===== config.mk =====
export PLATFORM = sky130hd
export DESIGN_NAME = mmf_framer
export DESIGN_NICKNAME = d
export VERILOG_FILES = /design/src/mmf_pkg.sv /design/src/mmf_fifo.sv /design/src/mmf_framer.sv
export VERILOG_INCLUDE_DIRS = /design/src /design/src/src
export SDC_FILE = /design/constraint.sdc
export NUM_CORES = 1
export LEC_CHECK = 0
export ABC_CLOCK_PERIOD_IN_PS = 8500
export BUFFER_PORTS_ARGS = -buffer_cell sky130_fd_sc_hd__buf_2
export CAP_MARGIN = 20
export CORE_UTILIZATION = 45
export DETAILED_ROUTE_END_ITERATION = 10
export GPL_TIMING_DRIVEN = 0
export SYNTH_ARGS = -nofsm -noshare
export SYNTH_HDL_FRONTEND = slang
export SYNTH_HIERARCHICAL = 1
export SYNTH_SLANG_ARGS = --single-unit

===== constraint.sdc =====
create_clock -name clock -period 8.5 [get_ports clock]
set_input_delay 1.7 -clock clock [delete_from_list [all_inputs] [get_ports clock]]
set_output_delay 1.7 -clock clock [all_outputs]
set_load 0.005 [all_outputs]

===== src/mmf_consts.svh =====
// Constants for the serial master telegram engine
`ifndef MMF_CONSTS_SVH
`define MMF_CONSTS_SVH

`define MMF_CLK_MHZ        50
`define MMF_MS_US          1000
`define MMF_MS_CYCLES      (`MMF_MS_US * `MMF_CLK_MHZ)
`define MMF_RTU_GAP_US     1750
`define MMF_RTU_GAP_CYCLES (`MMF_RTU_GAP_US * `MMF_CLK_MHZ)
`define MMF_REPLY_MS_RST   16'h0064
`define MMF_FIFO_DEPTH     8
`define MMF_FIFO_WIDTH     9

`define MMF_FC_RD_OBITS    8'h01
`define MMF_FC_RD_IBITS    8'h02
`define MMF_FC_RD_OWORDS   8'h03
`define MMF_FC_RD_IWORDS   8'h04
`define MMF_FC_WR_OBIT     8'h05
`define MMF_FC_WR_OWORD    8'h06
`define MMF_FC_WR_OBITS    8'h0f
`define MMF_FC_WR_OWORDS   8'h10
`define MMF_EXC_BIT        7
`define MMF_FIXED_LAST     2'h3
`define MMF_MIN_RTU_BYTES  8'h04
`define MMF_MIN_ASC_BYTES  8'h03
`define MMF_DATA_FIRST     8'h04

`define MMF_CH_COLON       8'h3a
`define MMF_CH_CR          8'h0d
`define MMF_CH_LF          8'h0a
`define MMF_CH_ZERO        8'h30
`define MMF_CH_NINE        8'h39
`define MMF_CH_UA          8'h41
`define MMF_CH_UF          8'h46
`define MMF_CH_A_OFS       8'h37

`define MMF_CRC_INIT       16'hffff
`define MMF_CRC_POLY       16'ha001

`endif


===== src/mmf_pkg.sv =====
// Types of the serial master telegram engine
`default_nettype none
package mmf_pkg;
  typedef enum logic [3:0] {
    ST_IDLE, ST_START, ST_ADDR, ST_FUNC, ST_PAY, ST_CHK_HI, ST_CHK_LO,
    ST_CR, ST_LF, ST_WAIT, ST_RX, ST_FLUSH, ST_DONE
  } mmf_state_t;
endpackage : mmf_pkg
`default_nettype wire


===== src/mmf_fifo.sv =====
// Payload FIFO with valid and ready on both sides
`timescale 1ns/1ps
`default_nettype none
`include "mmf_consts.svh"
module mmf_fifo #(
  parameter int WIDTH = `MMF_FIFO_WIDTH,
  parameter int DEPTH = `MMF_FIFO_DEPTH
) (
  input  wire logic             clock,
  input  wire logic             resetn,
  input  wire logic             in_valid,
  output logic                  in_ready,
  input  wire logic [WIDTH-1:0] in_data,
  output logic                  out_valid,
  input  wire logic             out_ready,
  output logic      [WIDTH-1:0] out_data
);
  localparam int AW = $clog2(DEPTH);

  generate
    if (DEPTH < 2 || (1 << AW) != DEPTH || WIDTH < 1) begin : g_bad
      $error("fifo depth must be a power of two of at least 2");
    end
  endgenerate

  logic [WIDTH-1:0] mem [DEPTH];
  logic [AW-1:0]    wr_ptr_reg;
  logic [AW-1:0]    rd_ptr_reg;
  logic [AW:0]      count_reg;
  logic [AW:0]      count_next;
  logic             push;
  logic             pop;

  assign push       = in_valid && in_ready;
  assign pop        = out_valid && out_ready;
  assign count_next = count_reg + (AW+1)'(push) - (AW+1)'(pop);
  assign out_data   = mem[rd_ptr_reg];

  always_ff @(posedge clock) begin
    if (push) begin
      mem[wr_ptr_reg] <= in_data;
    end
  end

  always_ff @(posedge clock or negedge resetn) begin
    if (!resetn) begin
      wr_ptr_reg <= '0;
      rd_ptr_reg <= '0;
      count_reg  <= '0;
      in_ready   <= 1'b1;
      out_valid  <= 1'b0;
    end else begin
      if (push) wr_ptr_reg <= wr_ptr_reg + 1'b1;
      if (pop) rd_ptr_reg <= rd_ptr_reg + 1'b1;
      count_reg <= count_next;
      in_ready  <= count_next != (AW+1)'(DEPTH);
      out_valid <= count_next != '0;
    end
  end
endmodule : mmf_fifo
`default_nettype wire


===== src/mmf_framer.sv =====
// Serial bus master: builds request telegrams and parses replies
// Behaviour
// - Wait reply delay; no other exchange meanwhile.
// - Only one outstanding transaction at a time.
// - Frame is address, function, data, check.
// - ASCII: two hex characters per byte, delimited.
// - RTU: one character per byte, idle-gap framing.
// - Transfer mode chosen by run-time configure call.
// - Codes 01h/02h read output/input bits.
// - Codes 03h/04h read output/input words.
// - Codes 05h/06h write single bit/word.
// - Codes 0Fh/10h write n bits/words.
// - Function code with 80h set means error.
// - Sixteen-bit fields go high byte first.
// - CRC in RTU, LRC in ASCII, both directions.
// - Bit read carries address, code, start, count, check.
// - Block acts as bus master only.
`timescale 1ns/1ps
`default_nettype none
`include "mmf_consts.svh"
module mmf_framer
  import mmf_pkg::*;
#(
  parameter int MS_CYCLES  = `MMF_MS_CYCLES,
  parameter int GAP_CYCLES = `MMF_RTU_GAP_CYCLES,
  parameter int FIFO_DEPTH = `MMF_FIFO_DEPTH
) (
  input  wire logic        clock,
  input  wire logic        resetn,
  input  wire logic        cfg_valid,
  input  wire logic        cfg_ascii,
  input  wire logic [15:0] cfg_reply_ms,
  input  wire logic        req_valid,
  output logic             req_ready,
  input  wire logic [7:0]  req_slave,
  input  wire logic [7:0]  req_func,
  input  wire logic        pay_valid,
  output logic             pay_ready,
  input  wire logic [7:0]  pay_data,
  input  wire logic        pay_last,
  output logic             tx_valid,
  output logic      [7:0]  tx_data,
  input  wire logic        tx_ready,
  input  wire logic        rx_valid,
  input  wire logic [7:0]  rx_data,
  output logic             resp_data_valid,
  output logic      [7:0]  resp_data,
  output logic             resp_valid,
  output logic             resp_exception,
  output logic             resp_rx_error,
  output logic             resp_timeout,
  output logic      [7:0]  resp_func
);
  localparam int MSW = $clog2(MS_CYCLES + 1);
  localparam int GW  = $clog2(GAP_CYCLES + 1);

  generate
    if (MS_CYCLES < 1 || GAP_CYCLES < 2 || FIFO_DEPTH < 2) begin : g_bad
      $error("timing counts or fifo depth out of range");
    end
  endgenerate

  function automatic logic [7:0] hex_char(input logic [3:0] n);
    hex_char = (n < 4'ha) ? (`MMF_CH_ZERO + {4'h0, n}) : (`MMF_CH_A_OFS + {4'h0, n});
  endfunction : hex_char

  // Returns {bad, nibble}
  function automatic logic [4:0] hex_val(input logic [7:0] c);
    if (c >= `MMF_CH_ZERO && c <= `MMF_CH_NINE) hex_val = {1'b0, 4'(c - `MMF_CH_ZERO)};
    else if (c >= `MMF_CH_UA && c <= `MMF_CH_UF) hex_val = {1'b0, 4'(c - `MMF_CH_A_OFS)};
    else hex_val = 5'h10;
  endfunction : hex_val

  function automatic logic [15:0] crc_step(input logic [15:0] c, input logic [7:0] b);
    logic [15:0] r;
    r = c ^ {8'h00, b};
    for (int i = 0; i < 8; i++) begin
      r = r[0] ? ((r >> 1) ^ `MMF_CRC_POLY) : (r >> 1);
    end
    crc_step = r;
  endfunction : crc_step

  function automatic logic is_fixed(input logic [7:0] f);
    is_fixed = f inside {`MMF_FC_RD_OBITS, `MMF_FC_RD_IBITS, `MMF_FC_RD_OWORDS,
                         `MMF_FC_RD_IWORDS, `MMF_FC_WR_OBIT, `MMF_FC_WR_OWORD};
  endfunction : is_fixed

  function automatic logic is_supported(input logic [7:0] f);
    is_supported = is_fixed(f) || f == `MMF_FC_WR_OBITS || f == `MMF_FC_WR_OWORDS;
  endfunction : is_supported

  mmf_state_t  state_reg;
  logic        ascii_reg;
  logic [15:0] reply_ms_reg;
  logic [7:0]  slave_reg;
  logic [7:0]  func_reg;
  logic        fixed_reg;
  logic [1:0]  fixed_cnt_reg;
  logic        nib_reg;
  logic [15:0] crc_reg;
  logic [7:0]  lrc_reg;
  logic [MSW-1:0] ms_div_reg;
  logic [15:0] ms_left_reg;
  logic [GW-1:0]  gap_reg;
  logic [7:0]  rx_cnt_reg;
  logic [7:0]  dly0_reg;
  logic [7:0]  dly1_reg;
  logic [3:0]  hi_reg;
  logic        half_reg;
  logic        bad_reg;
  logic [15:0] rx_crc_reg;
  logic [7:0]  rx_sum_reg;
  logic [7:0]  rx_addr_reg;
  logic [7:0]  rx_func_reg;

  logic        accept;
  logic        tx_free;
  logic        step;
  logic        byte_st;
  logic        byte_done;
  logic        pay_end;
  logic        listen;
  logic        rx_end;
  logic        chk_ok;
  logic        rx_stb;
  logic [7:0]  rx_byte;
  logic [4:0]  hv;
  logic [7:0]  src_byte;
  logic [7:0]  chr;
  logic [8:0]  f_data;
  logic        f_valid;
  logic        f_ready;

  mmf_fifo #(.WIDTH(`MMF_FIFO_WIDTH), .DEPTH(FIFO_DEPTH)) u_fifo (
    .clock     (clock),
    .resetn    (resetn),
    .in_valid  (pay_valid),
    .in_ready  (pay_ready),
    .in_data   ({pay_last, pay_data}),
    .out_valid (f_valid),
    .out_ready (f_ready),
    .out_data  (f_data)
  );

  assign accept  = req_valid && req_ready;
  assign tx_free = !tx_valid || tx_ready;
  assign byte_st = state_reg inside {ST_ADDR, ST_FUNC, ST_PAY, ST_CHK_HI, ST_CHK_LO};
  assign step    = (state_reg inside {ST_START, ST_CR, ST_LF} || byte_st) && tx_free
                   && (state_reg != ST_PAY || f_valid);
  assign byte_done = step && byte_st && (!ascii_reg || nib_reg);
  assign pay_end = fixed_reg ? (fixed_cnt_reg == `MMF_FIXED_LAST) : f_data[8];
  assign f_ready = byte_done && state_reg == ST_PAY;
  assign listen  = state_reg == ST_WAIT || state_reg == ST_RX;
  assign rx_end  = ascii_reg ? (rx_valid && rx_data == `MMF_CH_LF)
                             : (!rx_valid && gap_reg == GW'(GAP_CYCLES - 1));
  assign chk_ok  = ascii_reg ? (rx_sum_reg == 8'h00 && rx_cnt_reg >= `MMF_MIN_ASC_BYTES)
                             : (rx_crc_reg == {dly1_reg, dly0_reg}
                                && rx_cnt_reg >= `MMF_MIN_RTU_BYTES);

  // Byte and character to send for the current frame field
  always_comb begin
    case (state_reg)
      ST_ADDR:   src_byte = slave_reg;
      ST_FUNC:   src_byte = func_reg;
      ST_PAY:    src_byte = f_data[7:0];
      ST_CHK_HI: src_byte = ascii_reg ? 8'(8'h00 - lrc_reg) : crc_reg[15:8];
      ST_CHK_LO: src_byte = crc_reg[7:0];
      default:   src_byte = 8'h00;
    endcase
    case (state_reg)
      ST_START: chr = `MMF_CH_COLON;
      ST_CR:    chr = `MMF_CH_CR;
      ST_LF:    chr = `MMF_CH_LF;
      default:  chr = ascii_reg ? hex_char(nib_reg ? src_byte[3:0] : src_byte[7:4])
                                : src_byte;
    endcase
  end

  // Received byte assembly
  always_comb begin
    hv      = hex_val(rx_data);
    rx_byte = rx_data;
    rx_stb  = 1'b0;
    if (rx_valid && listen) begin
      if (!ascii_reg) begin
        rx_stb = 1'b1;
      end else if (!hv[4] && half_reg) begin
        rx_stb  = 1'b1;
        rx_byte = {hi_reg, hv[3:0]};
      end
    end
  end

  // Mode and reply delay only change between exchanges
  always_ff @(posedge clock or negedge resetn) begin
    if (!resetn) begin
      ascii_reg    <= 1'b0;
      reply_ms_reg <= `MMF_REPLY_MS_RST;
    end else if (cfg_valid && state_reg == ST_IDLE) begin
      ascii_reg    <= cfg_ascii;
      reply_ms_reg <= cfg_reply_ms;
    end
  end

  always_ff @(posedge clock or negedge resetn) begin
    if (!resetn) begin
      state_reg <= ST_IDLE;
    end else begin
      case (state_reg)
        ST_IDLE: if (accept) begin
          if (!is_supported(req_func)) state_reg <= ST_DONE;
          else state_reg <= ascii_reg ? ST_START : ST_ADDR;
        end
        ST_START:  if (step) state_reg <= ST_ADDR;
        ST_ADDR:   if (byte_done) state_reg <= ST_FUNC;
        ST_FUNC:   if (byte_done) state_reg <= ST_PAY;
        ST_PAY:    if (byte_done && pay_end) state_reg <= ST_CHK_HI;
        ST_CHK_HI: if (byte_done) state_reg <= ascii_reg ? ST_CR : ST_CHK_LO;
        ST_CHK_LO: if (byte_done) state_reg <= ST_WAIT;
        ST_CR:     if (step) state_reg <= ST_LF;
        ST_LF:     if (step) state_reg <= ST_WAIT;
        ST_WAIT: begin
          if (rx_valid) state_reg <= ST_RX;
          else if (ms_left_reg == 16'h0000) state_reg <= ST_DONE;
        end
        ST_RX:     if (rx_end) state_reg <= ST_FLUSH;
        ST_FLUSH:  state_reg <= ST_DONE;
        ST_DONE:   state_reg <= ST_IDLE;
        default:   state_reg <= ST_IDLE;
      endcase
    end
  end

  // New requests are held off until the exchange ends
  always_ff @(posedge clock or negedge resetn) begin
    if (!resetn) req_ready <= 1'b1;
    else if (accept) req_ready <= 1'b0;
    else if (state_reg == ST_DONE) req_ready <= 1'b1;
  end

  always_ff @(posedge clock or negedge resetn) begin
    if (!resetn) begin
      slave_reg <= 8'h00;
      func_reg  <= 8'h00;
      fixed_reg <= 1'b0;
    end else if (accept) begin
      slave_reg <= req_slave;
      func_reg  <= req_func;
      fixed_reg <= is_fixed(req_func);
    end
  end

  always_ff @(posedge clock or negedge resetn) begin
    if (!resetn) begin
      tx_valid <= 1'b0;
      tx_data  <= 8'h00;
    end else if (step) begin
      tx_valid <= 1'b1;
      tx_data  <= chr;
    end else if (tx_ready) begin
      tx_valid <= 1'b0;
    end
  end

  // Transmit check accumulation over address, function and data
  always_ff @(posedge clock or negedge resetn) begin
    if (!resetn) begin
      crc_reg       <= `MMF_CRC_INIT;
      lrc_reg       <= 8'h00;
      nib_reg       <= 1'b0;
      fixed_cnt_reg <= 2'h0;
    end else if (accept) begin
      crc_reg       <= `MMF_CRC_INIT;
      lrc_reg       <= 8'h00;
      nib_reg       <= 1'b0;
      fixed_cnt_reg <= 2'h0;
    end else begin
      if (step && byte_st && ascii_reg) nib_reg <= !nib_reg;
      if (byte_done && state_reg inside {ST_ADDR, ST_FUNC, ST_PAY}) begin
        crc_reg <= crc_step(crc_reg, src_byte);
        lrc_reg <= lrc_reg + src_byte;
      end
      if (f_ready) fixed_cnt_reg <= fixed_cnt_reg + 2'h1;
    end
  end

  // Millisecond divider for the reply delay, line idle counter
  always_ff @(posedge clock or negedge resetn) begin
    if (!resetn) begin
      ms_div_reg  <= '0;
      ms_left_reg <= `MMF_REPLY_MS_RST;
      gap_reg     <= '0;
    end else begin
      if (state_reg != ST_WAIT) begin
        ms_div_reg  <= '0;
        ms_left_reg <= reply_ms_reg;
      end else if (ms_div_reg == MSW'(MS_CYCLES - 1)) begin
        ms_div_reg <= '0;
        if (ms_left_reg != 16'h0000) ms_left_reg <= ms_left_reg - 16'h0001;
      end else begin
        ms_div_reg <= ms_div_reg + 1'b1;
      end
      if (rx_valid || state_reg != ST_RX) gap_reg <= '0;
      else if (gap_reg != GW'(GAP_CYCLES - 1)) gap_reg <= gap_reg + 1'b1;
    end
  end

  // Reply parsing; the last two bytes are held back, the check being both in RTU and only the last in ASCII
  always_ff @(posedge clock or negedge resetn) begin
    if (!resetn) begin
      rx_cnt_reg <= 8'h00;
      dly0_reg   <= 8'h00;
      dly1_reg   <= 8'h00;
      hi_reg     <= 4'h0;
      half_reg   <= 1'b0;
      bad_reg    <= 1'b0;
      rx_crc_reg <= `MMF_CRC_INIT;
      rx_sum_reg <= 8'h00;
      rx_addr_reg <= 8'h00;
      rx_func_reg <= 8'h00;
    end else if (accept || (ascii_reg && listen && rx_valid && rx_data == `MMF_CH_COLON)) begin
      rx_cnt_reg <= 8'h00;
      half_reg   <= 1'b0;
      bad_reg    <= 1'b0;
      rx_crc_reg <= `MMF_CRC_INIT;
      rx_sum_reg <= 8'h00;
    end else if (rx_valid && listen) begin
      if (ascii_reg && rx_data != `MMF_CH_CR && rx_data != `MMF_CH_LF) begin
        if (hv[4]) bad_reg <= 1'b1;
        else begin
          half_reg <= !half_reg;
          if (!half_reg) hi_reg <= hv[3:0];
        end
      end
      if (rx_stb) begin
        if (rx_cnt_reg != 8'hff) rx_cnt_reg <= rx_cnt_reg + 8'h01;
        dly0_reg   <= rx_byte;
        dly1_reg   <= dly0_reg;
        rx_sum_reg <= rx_sum_reg + rx_byte;
        if (rx_cnt_reg == 8'h00) rx_addr_reg <= rx_byte;
        if (rx_cnt_reg == 8'h01) rx_func_reg <= rx_byte;
        if (rx_cnt_reg >= 8'h02) rx_crc_reg <= crc_step(rx_crc_reg, dly1_reg);
      end
    end
  end

  // Data bytes of a reply from the addressed slave only
  always_ff @(posedge clock or negedge resetn) begin
    if (!resetn) begin
      resp_data_valid <= 1'b0;
      resp_data       <= 8'h00;
    end else begin
      resp_data_valid <= 1'b0;
      if (rx_addr_reg == slave_reg && rx_cnt_reg >= `MMF_DATA_FIRST
          && (rx_stb || (state_reg == ST_FLUSH && ascii_reg))) begin
        resp_data_valid <= 1'b1;
        resp_data       <= dly1_reg;
      end
    end
  end

  always_ff @(posedge clock or negedge resetn) begin
    if (!resetn) begin
      resp_valid     <= 1'b0;
      resp_exception <= 1'b0;
      resp_rx_error  <= 1'b0;
      resp_timeout   <= 1'b0;
      resp_func      <= 8'h00;
    end else begin
      resp_valid <= state_reg == ST_DONE;
      if (accept) begin
        resp_exception <= 1'b0;
        resp_rx_error  <= !is_supported(req_func);
        resp_timeout   <= 1'b0;
        resp_func      <= 8'h00;
      end else if (state_reg == ST_WAIT && !rx_valid && ms_left_reg == 16'h0000) begin
        resp_timeout <= 1'b1;
      end else if (state_reg == ST_FLUSH) begin
        resp_func      <= rx_func_reg;
        resp_rx_error  <= bad_reg || half_reg || !chk_ok
                          || rx_addr_reg != slave_reg
                          || rx_func_reg[6:0] != func_reg[6:0];
        resp_exception <= rx_func_reg[`MMF_EXC_BIT] && chk_ok && !bad_reg && !half_reg
                          && rx_addr_reg == slave_reg
                          && rx_func_reg[6:0] == func_reg[6:0];
      end
    end
  end
endmodule : mmf_framer
`default_nettype wire


==> out/metrics.cfg, run 1 <==
[worst_setup_path]
regToRegStartpoint=state_reg[3]
worst-path-buf-inv=4
crit_type=input port to register
reg2reg_depth=18
required_ps=8920
crit_path_max_fanout=7
worst_path_most_repeated_cell=a21oi_1
arrival_ps=6260
path_cells=buf_2 -> inv_1 -> ha_1 -> nor3b_1 -> nor4_2 -> o21ai_1 -> inv_1 -> nand2_1 -> or2_2 -> mux2i_1 -> inv_1 -> ha_1 -> a21o_1 -> a21oi_1 -> o21bai_1 -> a21oi_1 -> o21bai_1 -> a21oi_1 -> xnor2_1 -> or3_1 -> a21oi_1
crit_path_end_kind=register
start_kind=input port
r2r_end=rx_sum_reg[7]
r2r_setup_slack_ps=3270
crit_path_start=rx_data[0]
critical_path.top_delay_family=simple AND/OR/NAND/NOR gates
crit_end=rx_sum_reg[7]
cp_slowest_cell=mux2i_1
path_depth=21
cpPeakStageDelay_ps=620

[detailed_routing]
first_iter_violations=740
vias=10560
wl_um=36070
post_drt_wl_per_cell_um=18.30
drt_pass1_iterations=4
drcViolationCount=0
ant_nets=0
avgViaCountPerCell=5.360

[pwr]
seqPwrFrac_pct=35.7
power_mw=6.443
leakage_nw=7.270
power.share.clock_pct=22.6
p_int_mw=4.054
p_per_area_mw_per_mm2=373.3
vdd_drop_max_v=0.0002159
p_switching_mw=2.389
p_sw_share_pct=37.08
combPwrFrac_pct=41.7

[synthesis]
yosysSeqAreaShare_pct=52.28
async_reset_ff_share_pct=75.92
synthCells=1374
synthDistinctLibCells=85
synth.avg_cell_area_um2=10.99
synth-edff-count=72
syn_area_mm2=0.01510
synthFlopType=dfrtp_1
ys_warn_count=6
synth-seq-cells=299
synth_nets=1468

[sta]
min_period_over_period_pct=68.64
skew_ps=36.51
fin_tns_setup_ps=0
relSlewSlack_pct=34.88
clock.fmax_ghz=0.1714
min_period_ps=5834
finalHoldViolations=0
rsz0062_at_grt=false
worst_pin_slew_ps=963.3
hold_ws_ps=464.8
slew_viol_final=0
finalSetupViolCount=0

[floorplan]
core_mm2=0.03278
rows=66
start_util_pct=46.05
die_h_um=185.2
boundaryPins=89
die_area_mm2=0.03429
die_w_um=185.2

[min_path]
hp-class=register to register

[finish]
fin_nets=1597
layout-drive-gt1-share_pct=18.52
largest_reg_flops=72
syn_to_final_growth_pct=14.32
nFillCells=2946
fin_cells=1971

[global_route]
overflow=0
grt_antenna_before_repair=1
grt_max_degree=122
grt_use_total_pct=21.51
grt_pass1_vias=10280
grt_pass1_wl_um=57230

[cts]
cts-htree-levels=2
cts_resized=0
cts_buffers=34
clock-root-buffer=clkbuf_16
cts_sinks=299
cts_setup_buffers=0
holdBufCountCts=0
clkLatencyLatePin_ps=530
cts_tree=built
clockBufferDepth=3
path_clk_slew_ps=60

[place]
dp_hpwl_um=25860
portBuffers=87
post-place-cells=1909
gp_congestion=0.9052

[status]
status=completed

[run]
maxCapViolCount=0

## layer usage
| metal | part of all wire (%) | vias up | global-route usage (%) |
|---|---|---|---|
| met3 | 4.2 | 56 | 2.949 |
| met1 | 49 | 5189 | 32.17 |
| li1 | - | 5101 | - |
| met5 | 0 | - | 0 |
| met4 | 2.2 | 0 | 5.950 |
| met2 | 44 | 218 | 32.54 |
## per-stage QoR
stage	area, um^2	worst slack (ps)	utilization [%]
floorplan	15100	3143	-
finish	17260	2666	52.64
global route	17260	2282	52.64
detailed placement	16160	2202	49.28
CTS	17260	2719	52.64
global placement	16090	1601	49.07
## cell families (layout without fill, tap and decap cells)
family / Yosys count / in the layout / synth area share, %
mux: 94 / 94 / 8.611
other cells: 0 / 1 / 0
xor+xnor: 148 / 148 / 9.000
buf+inv: 97 / 251 / 2.760
fa+ha+maj: 37 / 37 / 3.216
compound gates: 225 / 225 / 9.349
flops: 299 / 299 / 52.28
simple gates: 474 / 474 / 14.79
## worst min path at each step
stage / from / to / cells past startpoint
2_1_floorplan: ms_div_reg[0] / ms_div_reg[0] / 1
3_3_place_gp: ms_div_reg[0] / ms_div_reg[0] / 1
3_5_place_dp: ms_div_reg[0] / ms_div_reg[0] / 1
4_1_cts: ms_div_reg[0] / ms_div_reg[0] / 1
5_1_grt: ms_div_reg[0] / ms_div_reg[0] / 1
6_report: ms_div_reg[0] / ms_div_reg[0] / 1
## cells in the mapped netlist (30+ instances only)
master / instances / area, um^2
a21oi_1: 89 / 445.4
o21ai_0: 42 / 210.2
inv_1: 42 / 157.7
mux2_2: 44 / 495.5
nor2_1: 123 / 461.7
xnor2_1: 81 / 709.4
dfrtp_1: 187 / 4679
clkbuf_1: 30 / 112.6
xor2_1: 62 / 543.0
edfxtp_1: 72 / 2162
nand3_1: 34 / 170.2
ha_1: 34 / 425.4
nand2_1: 173 / 649.4
dfstp_2: 40 / 1051
## power groups by stage
stage | clock (mW) | sequential (mW) | combinational (mW)
after detailed placement | 0 | 2.32 | 2.66
after global routing | 1.54 | 2.35 | 2.96
after floorplan | 0 | 2.21 | 2.07
final | 1.46 | 2.30 | 2.69
after CTS | 1.49 | 2.30 | 2.69
after global placement | 0 | 2.30 | 2.64
## layout make-up
type	count	area, um^2	area share, %
antenna	1	2.502	0.01450
buffer	54	255.2	1.479
clock buffer	51	945.9	5.481
clock inverter	10	153.9	0.8917
inverter	43	161.4	0.9352
multi-input combinational	978	6794	39.36
sequential	299	7893	45.73
tap	442	553.0	3.204
timing repair buffer	93	500.5	2.900
## placed cells by master (no fill, tap or decap), drive strengths merged, types with 14 or more instances in the layout
cell type,instances
a21oi,90
and3,14
buf,117
clkbuf,81
dfrtp,187
dfstp,40
edfxtp,72
ha,34
inv,43
mux2,53
mux2i,23
mux4,18
nand2,173
nand3,34
nor2,124
nor3,25
nor4,16
o21ai,47
or3,23
xnor2,82
xor2,64
Power figures use the tool's default switching activity.
==> run 2: changes to the inputs <==
ABC_CLOCK_PERIOD_IN_PS = 5300   (was 8500)
clock period = 5.3 ns   (was 8.5 ns; I/O delays follow)
==> out/metrics.cfg, run 2 (same netlist as run 1, synthesis figures left out) <==
[detailed_routing]
highest_layer=met4
ant_nets=0  ; unchanged
dr_wl_met3_um=1862  ; +22%
wl_met2_um=15970  ; -0.34%
post_drt_wl_per_cell_um=18.30  ; about the same
drt_pass1_iterations=6  ; +2
wl_met1_um=17480  ; -1.4%
avgViaCountPerCell=5.375  ; +0.29%
vias=10610  ; +0.39%
first_iter_violations=741  ; +0.14%
wl_um=36100  ; about the same
drcViolationCount=0  ; unchanged

[worst_setup_path]
regToRegStartpoint=state_reg[3]
arrival_ps=5350  ; -910 ps
path_cells=buf_2 -> inv_1 -> ha_1 -> nor2_1 -> o21ai_0 -> and2_1 -> clkbuf_1 -> o21ai_1 -> inv_1 -> nand2_1 -> or2_2 -> mux2i_2 -> inv_1 -> ha_1 -> a21o_1 -> a21oi_1 -> o21bai_1 -> a21oi_1 -> o21bai_1 -> a21oi_1 -> xnor2_1 -> or3_1 -> a21oi_1
critical_path.top_delay_family=compound AO/OA/AOI/OAI gates
required_ps=5730  ; -3190 ps
crit_path_end_kind=register
cp_slowest_cell=mux2i_2
reg2reg_depth=18  ; unchanged
crit_path_start=rx_data[1]
worst_path_most_repeated_cell=a21oi_1
r2r_setup_slack_ps=430  ; -2840 ps
worst-path-buf-inv=5  ; +1
r2r_end=rx_sum_reg[7]
cpPeakStageDelay_ps=460  ; -160 ps
crit_end=rx_sum_reg[7]
start_kind=input port
crit_type=input port to register
path_depth=23  ; +9.5%
crit_path_max_fanout=8  ; +1

[sta]
finalHoldViolations=0  ; unchanged
fin_tns_setup_ps=0  ; unchanged
relSlewSlack_pct=35.84  ; +0.96 points
min_period_over_period_pct=92.93
finalSetupViolCount=0  ; unchanged
slew_viol_final=0  ; unchanged
skew_ps=37.47  ; +0.9624 ps
clock.fmax_ghz=0.2030
min_period_ps=4925
worst_pin_slew_ps=949.1  ; -14.23 ps

[floorplan]
die_area_mm2=0.03429  ; unchanged
rows=66  ; unchanged
die_w_um=185.2  ; unchanged
boundaryPins=89  ; unchanged
die_h_um=185.2  ; unchanged
core_mm2=0.03278  ; unchanged
start_util_pct=46.05  ; unchanged

[finish]
syn_to_final_growth_pct=14.46
layout-drive-gt1-share_pct=18.76  ; +0.24 points
mostFrequentLayoutCells=dfrtp_1, nand2_1, nor2_1
final_cell_area_mm2=0.01728  ; +0.12%
final_common_cell=dfrtp_1
postLayoutCoreUtil_pct=52.71  ; +0.065 points
largest_reg_flops=72  ; unchanged
fin_nets=1599  ; +0.13%

[global_route]
grt_use_total_pct=21.51  ; unchanged
overflow=0  ; unchanged
grt_antenna_before_repair=1  ; unchanged
grt_max_degree=122  ; unchanged
grt_pass1_vias=10280  ; unchanged
grt_pass1_wl_um=57230  ; unchanged

[pwr]
power_mw=10.34  ; +60%
leakage_nw=7.275  ; about the same
p_per_area_mw_per_mm2=598.1  ; +60%
vdd_drop_max_v=0.0003464  ; +60%

[place]
dp_hpwl_um=25860  ; unchanged
dpl-instance-area_mm2=0.01616  ; unchanged
gp_congestion=0.9052  ; unchanged
portBuffers=87  ; unchanged

[cts]
clock-root-buffer=clkbuf_16
cts-htree-levels=2  ; unchanged
cts_buffers=34  ; unchanged
holdBufCountCts=0  ; unchanged
path_clk_slew_ps=60  ; about the same
clockBufferDepth=3  ; unchanged
clkLatencyLatePin_ps=530  ; about the same
cts_sinks=299  ; unchanged
cts_tree=built

[status]
status=completed

[run]
maxCapViolCount=0  ; unchanged

[min_path]
hp-class=register to register

run 2: cell types whose count changed in the layout (fill, tap and decap cells not counted):
cell	delta
buf_4	+2
mux2i_1	-1
mux2i_2	+1
nor2_1	-1
nor2_2	+1
run 2: repair_timing:
| item | in CTS | in global routing |
|---|---|---|
| hold endpoints to repair | 0 | 0 |
| setup endpoints to repair | 0 | 1 |
| gates resized for setup | 0 | 2 |
| buffers inserted | 0 | 2 |
run 2: power breakdown:
part	switching, mW	total [mW]	leakage [nW]	internal [mW]
clock	0.948	2.34	0.525	1.39
sequential	0.574	3.69	3.51	3.11
combinational	2.31	4.31	3.24	2.00
total	3.83	10.3	7.28	6.50
run 2: metal layers:
metal	global-route usage, %	up-vias
li1	-	5104
met1	32.17	5181
met2	32.54	266
met3	2.949	54
met4	5.950	0
met5	0	-
run 2: how the worst min path moves through the flow:
stage	to	start	depth (start not counted)	slack, ps
global route	ms_div_reg[0]	ms_div_reg[0]	1	480
floorplan	ms_div_reg[0]	ms_div_reg[0]	1	430
global placement	ms_div_reg[0]	ms_div_reg[0]	1	440
finish	ms_div_reg[0]	ms_div_reg[0]	1	460
CTS	ms_div_reg[0]	ms_div_reg[0]	1	460
detailed placement	ms_div_reg[0]	ms_div_reg[0]	1	450
run 2: cell type report:
cell class | instances | area, um^2
diodes | 1 | 2.502
flip-flops and latches | 299 | 7893
well taps | 442 | 553.0
clock inverters | 10 | 153.9
multi-input cells | 978 | 6800
fillers | 2945 | 15500
inverters | 43 | 161.4
clock buffers | 51 | 945.9
plain buffers | 54 | 255.2
repair buffers | 95 | 515.5
run 2: metrics by stage:
step | std cells | setup WS, ps | hold WS (ps)
4_1_cts | 1970 | 158.8 | 460.6
3_3_place_gp | 1903 | -959.4 | 442.1
5_1_grt | 1973 | -10.51 | 484.3
3_5_place_dp | 1909 | -357.7 | 453.9
2_1_floorplan | 1374 | 582.7 | 425.1
6_report | 1973 | 374.9 | 464.9
